### src/io_ctl_map.vh
`ifndef IO_CTL_MAP_VH
`define IO_CTL_MAP_VH
// ----------------------------------------
// Register indices (word addresses)
// ----------------------------------------
`define ADR_STATUS 5'h00
`define ADR_IRQ_MASK 5'h01
`define ADR_IRQ_REQ 5'h02
`define ADR_FIQ_MASK 5'h03
`define ADR_FIQ_REQ 5'h04
`define ADR_GPIO_DIR 5'h05
`define ADR_GPIO_OUT 5'h06
`define ADR_GPIO_IN 5'h07
`define ADR_KBD_DATA 5'h08
`define ADR_KBD_STAT 5'h09
`define ADR_PSEL_TIME 5'h0A
`define ADR_CNT_BASE 5'h0C
// ----------------------------------------
// Status and keyboard field positions
// ----------------------------------------
`define ST_RX_FULL 12
`define ST_TX_IDLE 13
`define ST_EDGE_LO 14
`define KS_TX_BUSY 0
`define KS_RX_FULL 1
`define KS_FRAME 2
`define KS_OVERRUN 3
// ----------------------------------------
// Reset values and timing counts
// ----------------------------------------
`define CNT_RESET 16'hFFFF
`define ACC_CYC0 8'h02
`define ACC_CYC1 8'h04
`define ACC_CYC2 8'h08
`define ACC_CYC3 8'h10
`define KB_TICKS 4'hF
`define KB_HALF 4'h7
`define KB_FRAME 4'hB
`define KB_LAST_BIT 4'h9
`define KB_DATA_BITS 4'h8
`endif

### src/io_controller_serial_timers.v
`default_nettype none
`include "io_ctl_map.vh"
module io_controller_serial_timers (
   // Clock and reset
   input wire clock_i,
   input wire reset_i,
   // Register port
   input wire [4:0] addr_i,
   input wire [15:0] wdata_i,
   input wire wr_i,
   input wire rd_i,
   output reg [15:0] rdata_o,
   // Interrupt sources and outputs
   input wire [11:0] ext_irq_i,
   output reg irq_o,
   output reg fast_interrupt_request_o,
   // Keyboard serial link and baud pin
   input wire kbd_rx_i,
   output reg kbd_tx_o,
   output reg baud_o,
   // General I/O pins
   input wire [5:0] gpio_in_i,
   output reg [5:0] gpio_out_o,
   output reg [5:0] gpio_oe_o,
   // System side cycle handshake
   input wire io_cycle_request_i,
   input wire [2:0] io_sel_i,
   input wire io_write_i,
   output reg io_cycle_grant_o,
   // Peripheral bus
   output reg [6:0] periph_sel_o,
   output reg periph_rd_o,
   output reg periph_wr_o,
   output reg bus_buffer_en_o
);
   // ----------------------------------------
   // Declarations
   // ----------------------------------------
   localparam NCNT = 4;
   localparam P_IDLE = 2'b00;
   localparam P_ACC = 2'b01;
   localparam P_HOLD = 2'b10;
   reg [11:0] ext_s1_r;
   reg [11:0] ext_s2_r;
   reg [5:0] gpio_s1_r;
   reg [5:0] gpio_s2_r;
   reg rx_s1_r;
   reg rx_s2_r;
   reg [1:0] edge_st_r;
   reg [15:0] irq_mask_r;
   reg [15:0] fiq_mask_r;
   reg [15:0] irq_req_r;
   reg [15:0] fiq_req_r;
   reg [5:0] gpio_dir_r;
   reg [5:0] gpio_val_r;
   reg [7:0] kbd_rx_buf_r;
   reg rx_full_r;
   reg ferr_r;
   reg ovr_r;
   reg [13:0] psel_time_r;
   reg [1:0] pst_r;
   reg [7:0] pcnt_r;
   reg [2:0] psel_r;
   reg prd_nxt;
   wire [15:0] status_w;
   wire [NCNT-1:0] cnt_tick_w;
   wire [16*NCNT-1:0] cnt_val_w;
   wire [NCNT-1:0] cnt_load_w;
   wire kb_tx_w;
   wire kb_busy_w;
   wire [7:0] kb_data_w;
   wire kb_valid_w;
   wire kb_ferr_w;
   wire kb_start_w;
   wire data_rd_w;
   wire [1:0] edge_clr_w;
   wire [1:0] len_sel_w;
   reg [7:0] len_cyc_w;
   // ----------------------------------------
   // Pin synchronisers
   // ----------------------------------------
   // Two flops on every asynchronous pin
   always @(posedge clock_i) begin
      if (reset_i) begin
         ext_s1_r <= 12'h000;
         ext_s2_r <= 12'h000;
         gpio_s1_r <= 6'h00;
         gpio_s2_r <= 6'h00;
         rx_s1_r <= 1'b1;
         rx_s2_r <= 1'b1;
      end else begin
         ext_s1_r <= ext_irq_i;
         ext_s2_r <= ext_s1_r;
         gpio_s1_r <= gpio_in_i;
         gpio_s2_r <= gpio_s1_r;
         rx_s1_r <= kbd_rx_i;
         rx_s2_r <= rx_s1_r;
      end
   end
   // ----------------------------------------
   // Counters
   // ----------------------------------------
   genvar gi;
   generate
      for (gi = 0; gi < NCNT; gi = gi + 1) begin : g_cnt
         assign cnt_load_w[gi] = wr_i && (addr_i == `ADR_CNT_BASE + gi);
         reload_counter #(.WIDTH(16)) u_cnt (
            .clock_i(clock_i),
            .reset_i(reset_i),
            .load_i(cnt_load_w[gi]),
            .value_i(wdata_i),
            .count_o(cnt_val_w[16*gi+15:16*gi]),
            .tick_o(cnt_tick_w[gi])
         );
      end
   endgenerate
   // fourth counter toggles the baud pin
   always @(posedge clock_i) begin
      if (reset_i) begin
         baud_o <= 1'b0;
      end else if (cnt_tick_w[3]) begin
         baud_o <= ~baud_o;
      end
   end
   // ----------------------------------------
   // Keyboard serial link
   // ----------------------------------------
   assign kb_start_w = wr_i && (addr_i == `ADR_KBD_DATA);
   assign data_rd_w = rd_i && (addr_i == `ADR_KBD_DATA);
   kbd_serial_link u_kbd (
      .clock_i(clock_i),
      .reset_i(reset_i),
      .tick_i(cnt_tick_w[2]),
      .rx_i(rx_s2_r),
      .tx_o(kb_tx_w),
      .tx_data_i(wdata_i[7:0]),
      .tx_start_i(kb_start_w),
      .tx_busy_o(kb_busy_w),
      .rx_data_o(kb_data_w),
      .rx_valid_o(kb_valid_w),
      .rx_ferr_o(kb_ferr_w)
   );
   // Receive buffer and sticky link flags, set wins
   always @(posedge clock_i) begin
      if (reset_i) begin
         kbd_rx_buf_r <= 8'h00;
         rx_full_r <= 1'b0;
         ferr_r <= 1'b0;
         ovr_r <= 1'b0;
         kbd_tx_o <= 1'b1;
      end else begin
         kbd_tx_o <= kb_tx_w;
         if (kb_valid_w) begin
            kbd_rx_buf_r <= kb_data_w;
         end
         rx_full_r <= kb_valid_w | (rx_full_r & ~data_rd_w);
         if (kb_ferr_w) begin
            ferr_r <= 1'b1;
         end else if (wr_i && addr_i == `ADR_KBD_STAT && wdata_i[`KS_FRAME]) begin
            ferr_r <= 1'b0;
         end
         if (kb_valid_w && rx_full_r && !data_rd_w) begin
            ovr_r <= 1'b1;
         end else if (wr_i && addr_i == `ADR_KBD_STAT && wdata_i[`KS_OVERRUN]) begin
            ovr_r <= 1'b0;
         end
      end
   end
   // ----------------------------------------
   // Interrupts
   // ----------------------------------------
   assign edge_clr_w = (wr_i && addr_i == `ADR_STATUS) ? wdata_i[`ST_EDGE_LO +: 2] : 2'b00;
   // twelve pins and two link levels, two timer edges
   assign status_w = {edge_st_r, ~kb_busy_w, rx_full_r, ext_s2_r};
   // Edge bits sticky, write one clears, set wins
   always @(posedge clock_i) begin
      if (reset_i) begin
         edge_st_r <= 2'b00;
      end else begin
         edge_st_r <= (edge_st_r & ~edge_clr_w) | cnt_tick_w[1:0];
      end
   end
   // Mask registers
   always @(posedge clock_i) begin
      if (reset_i) begin
         irq_mask_r <= 16'h0000;
         fiq_mask_r <= 16'h0000;
      end else if (wr_i) begin
         if (addr_i == `ADR_IRQ_MASK) begin
            irq_mask_r <= wdata_i;
         end else if (addr_i == `ADR_FIQ_MASK) begin
            fiq_mask_r <= wdata_i;
         end
      end
   end
   always @(posedge clock_i) begin
      if (reset_i) begin
         irq_req_r <= 16'h0000;
         fiq_req_r <= 16'h0000;
         irq_o <= 1'b0;
         fast_interrupt_request_o <= 1'b0;
      end else begin
         irq_req_r <= status_w & irq_mask_r;
         fiq_req_r <= status_w & fiq_mask_r;
         irq_o <= |(status_w & irq_mask_r);
         fast_interrupt_request_o <= |(status_w & fiq_mask_r);
      end
   end
   // ----------------------------------------
   // General I/O pins
   // ----------------------------------------
   // direction and value per pin
   always @(posedge clock_i) begin
      if (reset_i) begin
         gpio_dir_r <= 6'h00;
         gpio_val_r <= 6'h00;
         gpio_out_o <= 6'h00;
         gpio_oe_o <= 6'h00;
      end else begin
         if (wr_i && addr_i == `ADR_GPIO_DIR) begin
            gpio_dir_r <= wdata_i[5:0];
         end else if (wr_i && addr_i == `ADR_GPIO_OUT) begin
            gpio_val_r <= wdata_i[5:0];
         end
         gpio_out_o <= gpio_val_r;
         gpio_oe_o <= gpio_dir_r;
      end
   end
   // ----------------------------------------
   // Peripheral cycle engine
   // ----------------------------------------
   always @(posedge clock_i) begin
      if (reset_i) begin
         psel_time_r <= 14'h0000;
      end else if (wr_i && addr_i == `ADR_PSEL_TIME) begin
         psel_time_r <= wdata_i[13:0];
      end
   end
   // two timing bits per select line
   assign len_sel_w = (io_sel_i == 3'h7) ? 2'b00 : psel_time_r[2*io_sel_i +: 2];
   always @* begin
      case (len_sel_w)
         2'b00: len_cyc_w = `ACC_CYC0;
         2'b01: len_cyc_w = `ACC_CYC1;
         2'b10: len_cyc_w = `ACC_CYC2;
         default: len_cyc_w = `ACC_CYC3;
      endcase
      prd_nxt = ~io_write_i;
   end
   // Access, hold grant until request falls
   always @(posedge clock_i) begin
      if (reset_i) begin
         pst_r <= P_IDLE;
         pcnt_r <= 8'h00;
         psel_r <= 3'h7;
         periph_sel_o <= 7'h00;
         periph_rd_o <= 1'b0;
         periph_wr_o <= 1'b0;
         bus_buffer_en_o <= 1'b0;
         io_cycle_grant_o <= 1'b0;
      end else begin
         case (pst_r)
            P_IDLE: begin
               if (io_cycle_request_i) begin
                  pst_r <= P_ACC;
                  pcnt_r <= len_cyc_w - 8'h01;
                  psel_r <= io_sel_i;
                  periph_sel_o <= (io_sel_i == 3'h7) ? 7'h00 : (7'h01 << io_sel_i);
                  periph_rd_o <= prd_nxt;
                  periph_wr_o <= ~prd_nxt;
                  bus_buffer_en_o <= 1'b1;
               end
            end
            P_ACC: begin
               bus_buffer_en_o <= io_cycle_request_i;
               if (pcnt_r != 8'h00) begin
                  pcnt_r <= pcnt_r - 8'h01;
               end else if (io_cycle_request_i) begin
                  io_cycle_grant_o <= 1'b1;
                  periph_sel_o <= 7'h00;
                  periph_rd_o <= 1'b0;
                  periph_wr_o <= 1'b0;
                  bus_buffer_en_o <= 1'b0;
                  pst_r <= P_HOLD;
               end
            end
            P_HOLD: begin
               if (!io_cycle_request_i) begin
                  io_cycle_grant_o <= 1'b0;
                  pst_r <= P_IDLE;
               end
            end
            default: begin
               pst_r <= P_IDLE;
            end
         endcase
      end
   end
   // ----------------------------------------
   // Register read port
   // ----------------------------------------
   // Read data one cycle after strobe
   always @(posedge clock_i) begin
      if (reset_i) begin
         rdata_o <= 16'h0000;
      end else if (!rd_i) begin
         rdata_o <= 16'h0000;
      end else if (addr_i == `ADR_STATUS) begin
         rdata_o <= status_w;
      end else if (addr_i == `ADR_IRQ_MASK) begin
         rdata_o <= irq_mask_r;
      end else if (addr_i == `ADR_IRQ_REQ) begin
         rdata_o <= irq_req_r;
      end else if (addr_i == `ADR_FIQ_MASK) begin
         rdata_o <= fiq_mask_r;
      end else if (addr_i == `ADR_FIQ_REQ) begin
         rdata_o <= fiq_req_r;
      end else if (addr_i == `ADR_GPIO_DIR) begin
         rdata_o <= {10'h000, gpio_dir_r};
      end else if (addr_i == `ADR_GPIO_OUT) begin
         rdata_o <= {10'h000, gpio_val_r};
      end else if (addr_i == `ADR_GPIO_IN) begin
         rdata_o <= {10'h000, gpio_s2_r};
      end else if (addr_i == `ADR_KBD_DATA) begin
         rdata_o <= {8'h00, kbd_rx_buf_r};
      end else if (addr_i == `ADR_KBD_STAT) begin
         rdata_o <= {12'h000, ovr_r, ferr_r, rx_full_r, kb_busy_w};
      end else if (addr_i == `ADR_PSEL_TIME) begin
         rdata_o <= {2'b00, psel_time_r};
      end else if (addr_i[4:2] == 3'b011) begin
         rdata_o <= cnt_val_w[16*addr_i[1:0] +: 16];
      end else begin
         rdata_o <= 16'h0000;
      end
   end
endmodule // io_controller_serial_timers
`default_nettype wire

### src/reload_counter.v
`default_nettype none
`include "io_ctl_map.vh"
module reload_counter #(
   parameter WIDTH = 16
) (
   // Clock and reset
   input wire clock_i,
   input wire reset_i,
   // Reload port
   input wire load_i,
   input wire [WIDTH-1:0] value_i,
   // Count and wrap
   output wire [WIDTH-1:0] count_o,
   output wire tick_o
);
   reg [WIDTH-1:0] reload_r;
   reg [WIDTH-1:0] count_r;
   reg tick_r;
   // Down count with reload on zero
   always @(posedge clock_i) begin
      if (reset_i) begin
         reload_r <= `CNT_RESET;
         count_r <= `CNT_RESET;
         tick_r <= 1'b0;
      end else if (load_i) begin
         reload_r <= value_i;
         count_r <= value_i;
         tick_r <= 1'b0;
      end else if (count_r == {WIDTH{1'b0}}) begin
         count_r <= reload_r;
         tick_r <= 1'b1;
      end else begin
         count_r <= count_r - 1'b1;
         tick_r <= 1'b0;
      end
   end
   assign count_o = count_r;
   assign tick_o = tick_r;
endmodule // reload_counter
`default_nettype wire

### src/kbd_serial_link.v
`default_nettype none
`include "io_ctl_map.vh"
module kbd_serial_link (
   // Clock and reset
   input wire clock_i,
   input wire reset_i,
   // Sampling tick and line
   input wire tick_i,
   input wire rx_i,
   output wire tx_o,
   // Transmit side
   input wire [7:0] tx_data_i,
   input wire tx_start_i,
   output wire tx_busy_o,
   // Receive side
   output wire [7:0] rx_data_o,
   output wire rx_valid_o,
   output wire rx_ferr_o
);
   localparam R_IDLE = 2'b00;
   localparam R_START = 2'b01;
   localparam R_DATA = 2'b10;
   reg [10:0] tx_sh_r;
   reg [3:0] tx_bits_r;
   reg [3:0] tx_tick_r;
   reg tx_busy_r;
   reg tx_line_r;
   reg [1:0] rx_st_r;
   reg [3:0] rx_tick_r;
   reg [3:0] rx_bit_r;
   reg [7:0] rx_sh_r;
   reg rx_bad_r;
   reg rx_valid_r;
   reg rx_ferr_r;
   // Transmitter: start, eight data, two stops
   always @(posedge clock_i) begin
      if (reset_i) begin
         tx_sh_r <= 11'h7FF;
         tx_bits_r <= 4'h0;
         tx_tick_r <= 4'h0;
         tx_busy_r <= 1'b0;
         tx_line_r <= 1'b1;
      end else begin
         tx_line_r <= tx_busy_r ? tx_sh_r[0] : 1'b1;
         if (tx_start_i && !tx_busy_r) begin
            tx_sh_r <= {2'b11, tx_data_i, 1'b0};
            tx_bits_r <= `KB_FRAME;
            tx_tick_r <= 4'h0;
            tx_busy_r <= 1'b1;
         end else if (tx_busy_r && tick_i) begin
            tx_tick_r <= tx_tick_r + 1'b1;
            if (tx_tick_r == `KB_TICKS) begin
               tx_sh_r <= {1'b1, tx_sh_r[10:1]};
               tx_bits_r <= tx_bits_r - 1'b1;
               if (tx_bits_r == 4'h1) begin
                  tx_busy_r <= 1'b0;
               end
            end
         end
      end
   end
   // Receiver with start filter and mid-bit sampling
   always @(posedge clock_i) begin
      if (reset_i) begin
         rx_st_r <= R_IDLE;
         rx_tick_r <= 4'h0;
         rx_bit_r <= 4'h0;
         rx_sh_r <= 8'h00;
         rx_bad_r <= 1'b0;
         rx_valid_r <= 1'b0;
         rx_ferr_r <= 1'b0;
      end else begin
         rx_valid_r <= 1'b0;
         rx_ferr_r <= 1'b0;
         case (rx_st_r)
            R_IDLE: begin
               rx_tick_r <= 4'h0;
               if (!rx_i) begin
                  rx_st_r <= R_START;
               end
            end
            R_START: begin
               if (tick_i) begin
                  if (rx_i) begin
                     rx_st_r <= R_IDLE;
                  end else if (rx_tick_r == `KB_HALF) begin
                     rx_st_r <= R_DATA;
                     rx_tick_r <= 4'h0;
                     rx_bit_r <= 4'h0;
                     rx_bad_r <= 1'b0;
                  end else begin
                     rx_tick_r <= rx_tick_r + 1'b1;
                  end
               end
            end
            R_DATA: begin
               if (tick_i) begin
                  rx_tick_r <= rx_tick_r + 1'b1;
                  if (rx_tick_r == `KB_TICKS) begin
                     rx_bit_r <= rx_bit_r + 1'b1;
                     if (rx_bit_r < `KB_DATA_BITS) begin
                        rx_sh_r <= {rx_i, rx_sh_r[7:1]};
                     end else if (!rx_i) begin
                        rx_bad_r <= 1'b1;
                     end
                     if (rx_bit_r == `KB_LAST_BIT) begin
                        rx_valid_r <= 1'b1;
                        rx_ferr_r <= rx_bad_r | ~rx_i;
                        rx_st_r <= R_IDLE;
                     end
                  end
               end
            end
            default: begin
               rx_st_r <= R_IDLE;
            end
         endcase
      end
   end
   assign tx_o = tx_line_r;
   assign tx_busy_o = tx_busy_r;
   assign rx_data_o = rx_sh_r;
   assign rx_valid_o = rx_valid_r;
   assign rx_ferr_o = rx_ferr_r;
endmodule // kbd_serial_link
`default_nettype wire

### config.mk
export PLATFORM = sky130hd
export DESIGN_NAME = io_controller_serial_timers
export DESIGN_NICKNAME = d
export VERILOG_FILES = /design/src/io_controller_serial_timers.v /design/src/reload_counter.v /design/src/kbd_serial_link.v
export VERILOG_INCLUDE_DIRS = /design/src
export SDC_FILE = /design/constraint.sdc
export NUM_CORES = 1
export LEC_CHECK = 0
export BUFFER_PORTS_ARGS = -buffer_cell sky130_fd_sc_hd__buf_2
export CAP_MARGIN = 20
export CORE_UTILIZATION = 30
export DETAILED_ROUTE_END_ITERATION = 6
export HOLD_SLACK_MARGIN = 0.12
export PLACE_DENSITY = 0.47
export SKIP_LAST_GASP = 1
export SLEW_MARGIN = 20
export SYNTH_ARGS = -nofsm -noshare
export SYNTH_HDL_FRONTEND = slang
export SYNTH_SLANG_ARGS = --single-unit
### constraint.sdc
create_clock -name clock_i -period 2 [get_ports clock_i]
set_input_delay 0 -clock clock_i [delete_from_list [all_inputs] [get_ports clock_i]]
set_output_delay 0 -clock clock_i [all_outputs]
set_load 0.02 [all_outputs]
After elaboration in Yosys (flattened, before gate mapping) --
Index checks and enable logic that the tools add are counted.
Cells by class: reduce and logical (&&, ||, !) cells 64, add/subtract/negate cells 10, $lt $le $gt $ge 1, multiply operators 0, shift-type cells 3, muxes and demuxes 94, bitwise operators 20, equal/unequal tests 42, div/mod/pow operators 0
Operator list (number):
- $mux 16 | 20
- $logic_not 16->1 | 4
- $shiftx 64x7->16 | 1
- $sub 16x1->16 const B | 4
- $mux 4 | 12
- $eq 5x4->1 const B | 7
- $and 16x16->16 | 2
- $reduce_or 16->1 | 2
- $mux 1 | 28
- $mux 7 | 4
- $mux 9 | 3
- $mux 2 | 13
- $ne 2x2->1 const B | 11
- $eq 5x3->1 const B | 4
- $reduce_and 4->1 | 5
- $logic_and 1x1->1 | 17
- $mux 8 | 2
- $pmux 8 s2 | 1
- $reduce_bool 2->1 | 8
- $sub 8x1->8 const B | 2
- $pmux 5 s3 | 1
- $pmux 7 s2 | 1
- $reduce_or 2->1 | 7
- $shiftx 14x5->2 | 1
- other kinds (36) | 74
Storage, ports and cells: memories kept 0, bits of input ports 49, output and inout port bits 43, memory bits (read-only) 0, RAM bits 0, bits in latches 0, register bits 366

Longest topological paths before layout --
depth in word-level cells 13, mapped depth 11, depth with buffers taken out 10

Modules after synthesis --
From an unflattened synthesis, not the netlist that was laid out.
Unflattened totals: cells, all modules 1869, area total of the unflattened synthesis 16716.0 um^2
Modules (own cells, without submodules):
- io_controller_serial_timers | area an instance 8495.6 um^2, cells an instance 938, instances 1
- reload_counter (g_cnt[0].u_cnt ...) | area an instance 1559.0 um^2, cells an instance 177, instances 2
- kbd_serial_link | area an instance 1911.8 um^2, cells an instance 209, instances 1
- reload_counter (g_cnt[3].u_cnt) | area an instance 1600.3 um^2, cells an instance 184, instances 1
- reload_counter (g_cnt[2].u_cnt) | area an instance 1590.3 um^2, cells an instance 184, instances 1

Least setup slack after synthesis --
No wires, ideal clock.
path type register to register, from register u_kbd.rx_st_r[0], to register u_kbd.rx_tick_r[3], required time 1930 ps, data arrival time 2150 ps, library setup time 70 ps, cell stages (with the launch flop) 9, clock period less this slack 2221 ps, path slack -221 ps, path through dfxtp_1 inv_1 ha_1 clkbuf_1 nor2b_1 a211oi_1 or3b_2 or3_1 a21oi_1
On the way: word-level cells in the longest chain between the ends 3, elaborated cells between the ends (all ways) 9, those cells by class 5 x eq/ne; 1 x mux; 3 x reduce/logical
Ends and longest elaborated chain:
- start, declared | line kbd_serial_link.v:28 | reg [1:0] rx_st_r;
- start signal, assigned | line kbd_serial_link.v:65 | rx_st_r <= R_IDLE;
- start signal, assigned | line kbd_serial_link.v:79 | rx_st_r <= R_START;
- start signal, assigned | line kbd_serial_link.v:85 | rx_st_r <= R_IDLE;
- $eq 2x2->1 (tied with other cells) | line kbd_serial_link.v:75 | case (rx_st_r)
- $ne 2x2->1 (no source line) / $reduce_bool 3->1 (equally long branches)
- $reduce_and 4->1 (no source line)
- end signal, assigned | line kbd_serial_link.v:92 | rx_tick_r <= rx_tick_r + 1'b1;
- end signal, assigned | line kbd_serial_link.v:98 | rx_tick_r <= rx_tick_r + 1'b1;
- end, declared | line kbd_serial_link.v:29 | reg [3:0] rx_tick_r;
Several ways; a longest one is shown, not always the timed one. A chain may end at the register's enable or synchronous reset.

Worst setup path after layout --
from register g_cnt[3].u_cnt.count_r[1], to register g_cnt[3].u_cnt.count_r[14]
On the way: word-level cells in the longest chain between the ends 3, elaborated cells between the ends (all ways) 4, those cells by class 1 x add/sub; 2 x mux; 1 x reduce/logical
Ends and longest elaborated chain:
- start, declared | line reload_counter.v:17 | reg [WIDTH-1:0] count_r;
- start signal, assigned | line reload_counter.v:23 | count_r <= `CNT_RESET;
- start signal, assigned | line reload_counter.v:27 | count_r <= value_i;
- start signal, assigned | line reload_counter.v:30 | count_r <= reload_r;
- $sub 16x1->16 / $logic_not 16->1 (equally long branches) | line reload_counter.v:33, reload_counter.v:29
- $mux 16 * | line reload_counter.v:29 | end else if (count_r == {WIDTH{1'b0}}) begin
- $mux 16 * | line reload_counter.v:25 | end else if (load_i) begin
Every way passes the cells marked *; elsewhere a longest branch is shown, timed or not.

==> flow_metrics.env <==
export IMPL_htreeDepth=2
export IMPL_vias=14300
export IMPL_grt_pass1_wl_mm=80.4
export IMPL_die_area_sq_mm=0.0546
export IMPL_clockPowerShare_pct=47.4
export IMPL_crit_type="reg -> reg"
export IMPL_cellInternalPower_uw=13500
export IMPL_use_met1_pct=26.1
export IMPL_synth_area_leaders="dfxtp_1, nand2_1, o21ai_0"
export IMPL_sw_frac_of_total_pct=24.2
export IMPL_cts_tree="yes"
export IMPL_worstPathRequired_ns=2.45
export IMPL_max_stage_delay_ns=0.47
export IMPL_final_max_slew_violation_count=0
export IMPL_async_flop_share_pct=0
export IMPL_start_kind="register"
export IMPL_fin_crit_ns=2.09
export IMPL_synth_cells=1864
export IMPL_crit_start="g_cnt[3].u_cnt.count_o[1]$_SDFF_PP1_"
export IMPL_grt_max_degree=64
export IMPL_dieWidth_um=234
export IMPL_ys_flop_type="dfxtp_1"
export IMPL_max_cap_violations=0
export IMPL_synth_cell_types=71
export IMPL_fin_skew_ns=0.0295
export IMPL_core_area_sq_mm=0.0528
export IMPL_ys_seq_elements=366
export IMPL_cts_path_max_buffers=3
export IMPL_initial_utilization_pct=30.5
export IMPL_reg2reg_from="g_cnt[3].u_cnt.count_o[1]$_SDFF_PP1_"
export IMPL_io_buffers=91
export IMPL_setup_violations_final=3
export IMPL_final_hold_viol_count=0
export IMPL_syn_num_nets=1932
export IMPL_final_layout_size_suffix_gt1_share_pct=19.1
export IMPL_r2r_end="g_cnt[3].u_cnt.count_o[14]$_SDFF_PP1_"
export IMPL_post_synth_top_area_fraction_pct=45.5
export IMPL_path_cells="inv_2, ha_4, or3b_4, nor4b_4, or4b_1, xnor2_1, mux2i_1, o21ai_1"
export IMPL_violations="DRC, setup timing"
export IMPL_fin_nets=2149
export IMPL_grt_usage_pct=19.2
export IMPL_vdd_drop_max_uv=568
export IMPL_drtIter0Drc=938
export IMPL_clock_latency_ns=0.58
export IMPL_firstDrtPassIters=7
export IMPL_overflow=0
export IMPL_placed_area_sq_mm=0.0182
export IMPL_power_density_mw_per_mm2=868
export IMPL_end_kind="register"
export IMPL_fin_cells=2802
export IMPL_finalInstanceArea_sq_mm=0.0205
export IMPL_tightest_slew_ns=0.574
export IMPL_comb_power_share_pct=9.9
export IMPL_cts_buffers=42
export IMPL_period_share_pct=104
export IMPL_arrival_ns=2.53
export IMPL_synth_most_common_cell="dfxtp_1"
export IMPL_num_rows=84
export IMPL_synth_seq_area_share_pct=45.5
export IMPL_fmax_mhz=479
export IMPL_hp_class="in -> reg"
export IMPL_seqPwrFrac_pct=42.7
export IMPL_rsz0062_at_grt="true"
export IMPL_r2r_slack_ns=-0.09
export IMPL_r2r_cells=8
export IMPL_fillCellCount=5419
export IMPL_crit_end="g_cnt[3].u_cnt.count_o[14]$_SDFF_PP1_"
export IMPL_syn_cell_area_sq_mm=0.0161
export IMPL_place_inst=2666
export IMPL_wl_mm=52.7
export IMPL_clk_pin_slew_worst_paths_ns=0.06
export IMPL_grt_util_met3_pct=3.56
export IMPL_synth_warnings=0
export IMPL_status="finished with violations"
export IMPL_synth_common_cells="dfxtp_1, nand2_1, o21ai_0"
export IMPL_synth_edff_count=0
export IMPL_worstPathMaxFanout=2
export IMPL_clock_sinks=366
export IMPL_cp_slowest_cell="or4b_1"
export IMPL_hold_slack_ns=0.182
export IMPL_avgSynthCellArea_sq_um=8.63
export IMPL_root_buffer="clkbuf_16"
export IMPL_wire_per_inst_um=18.8
export IMPL_globalplace_congestion=0.915
export IMPL_worst_slack_ns=-0.0855
export IMPL_grtUsageMet2_pct=31.4
export IMPL_num_io_pins=92
export IMPL_layout_area_overhead_vs_synth_pct=27.5
export IMPL_grt_pass1_vias=13600
export IMPL_hpwl_mm=36.2
export IMPL_ant_nets=0
export IMPL_p_leak_uw=0.00839
export IMPL_die_y_um=234
export IMPL_switchingPower_uw=4320
export IMPL_synth_area_leader_cell="dfxtp_1"
export IMPL_vias_per_cell=5.10
export IMPL_antenna_found_initial=8
export IMPL_relSlewSlack_pct=61.7
export IMPL_drc=20
export IMPL_top_usage_layer="met2"
==> layout by cell type, fill, tap and decap left out, types with 62 or more instances in the layout <==
cell,instances
a21oi_1,156
buf_2,89
buf_4,141
dfxtp_1,359
mux2i_1,75
nand2_1,277
nand3_1,62
nor2_1,124
nor2b_1,63
o21ai_0,136
==> worst min-delay path by stage <==
| stage | startpoint | end | cells after the start |
|---|---|---|---|
| floorplan | kbd_rx_i | rx_s1_r$_SDFF_PP1_ | 1 |
| finish | kbd_rx_i | rx_s1_r$_SDFF_PP1_ | 3 |
| detailed placement | gpio_in_i[0] | gpio_s1_r[0]$_SDFF_PP0_ | 2 |
| global placement | gpio_in_i[4] | gpio_s1_r[4]$_SDFF_PP0_ | 2 |
| CTS | gpio_in_i[0] | gpio_s1_r[0]$_SDFF_PP0_ | 3 |
| global route | kbd_rx_i | rx_s1_r$_SDFF_PP1_ | 3 |
==> registers in the layout, indices dropped and copies added, names as in the netlist, 7 cells and up <==
register	cells
irq_req_r	16
periph_sel_o	7
u_kbd.tx_sh_r	9
pcnt_r	8
psel_time_r	14
rdata_o	16
g_cnt.u_cnt.count_o	64
u_kbd.rx_data_o	8
fiq_req_r	16
g_cnt.u_cnt.reload_r	64
fiq_mask_r	16
ext_s2_r	12
ext_s1_r	12
kbd_rx_buf_r	8
irq_mask_r	16
==> cell families after synthesis <==
| logic type | count (synthesis) | share of synthesized area [%] |
|---|---|---|
| buffers and inverters | 154 | 3.75 |
| adder cells (fa/ha/maj) | 19 | 1.48 |
| flip-flops | 366 | 45.5 |
| AO/OA/AOI/OAI | 440 | 16.1 |
| AND/OR/NAND/NOR | 730 | 22.7 |
| XOR/XNOR | 59 | 3.21 |
| multiplexers | 96 | 7.26 |
==> area by class of cell <==
class	count	area, sq um	area share (%)
Sequential cell	366	7340	35.8
Antenna cell	2	5.00	0.0244
Inverter	27	101	0.494
Clock inverter	16	268	1.30
Clock buffer	59	1260	6.13
Timing Repair Buffer	300	2340	11.4
Tap cell	688	861	4.19
Multi-Input combinational cell	1344	8350	40.7
==> metal layers <==
metal  wire length, um  vias up
met5                45        -
met4               867        8
met3              2570       74
met2             24500      329
met1             24700     6900
li1                  -     6983
==> critical path: cells and delay by family, from the launching register on <==
family                   cells  cell delay (ns)
adder cells (fa/ha/maj)      1             0.13
buffers and inverters        1             0.07
XOR/XNOR                     1             0.14
AO/OA/AOI/OAI                1             0.08
flip-flops                   1             0.32
AND/OR/NAND/NOR              3             1.11
multiplexers                 1             0.13
==> metrics by stage <==
step / setup slack (ns) / TNS (ns) / power [uW] / utilization (%)
2_1_floorplan: -0.128 / -0.206 / 8660 / -
6_report: -0.0855 / -0.121 / 17800 / 38.9
4_1_cts: -0.107 / -0.116 / 18000 / 38.5
5_1_grt: -0.191 / -1.60 / 18500 / 38.9
3_5_place_dp: -0.120 / -0.392 / 9380 / 34.5
3_3_place_gp: -0.139 / -0.217 / 9350 / 34.5
==> power groups by stage <==
stage,registers [uW],logic (uW),clock network (uW)
final,7610,1760,8450
after global routing,7630,1920,8960
after CTS,7610,1700,8660
after detailed placement,7770,1610,0
after global placement,7760,1580,0
after floorplan,7760,895,0
==> what timing repair did <==
item                                    4_1_cts  5_1_grt
endpoints found under the setup margin        9       61
gates resized for setup                      11       66
hold buffers                                 53        0
setup buffers                                 1        3
pin swaps                                     2       13
cloned                                        0        2
hold endpoints to repair                    287        0
Power figures use the tool's default switching activity.
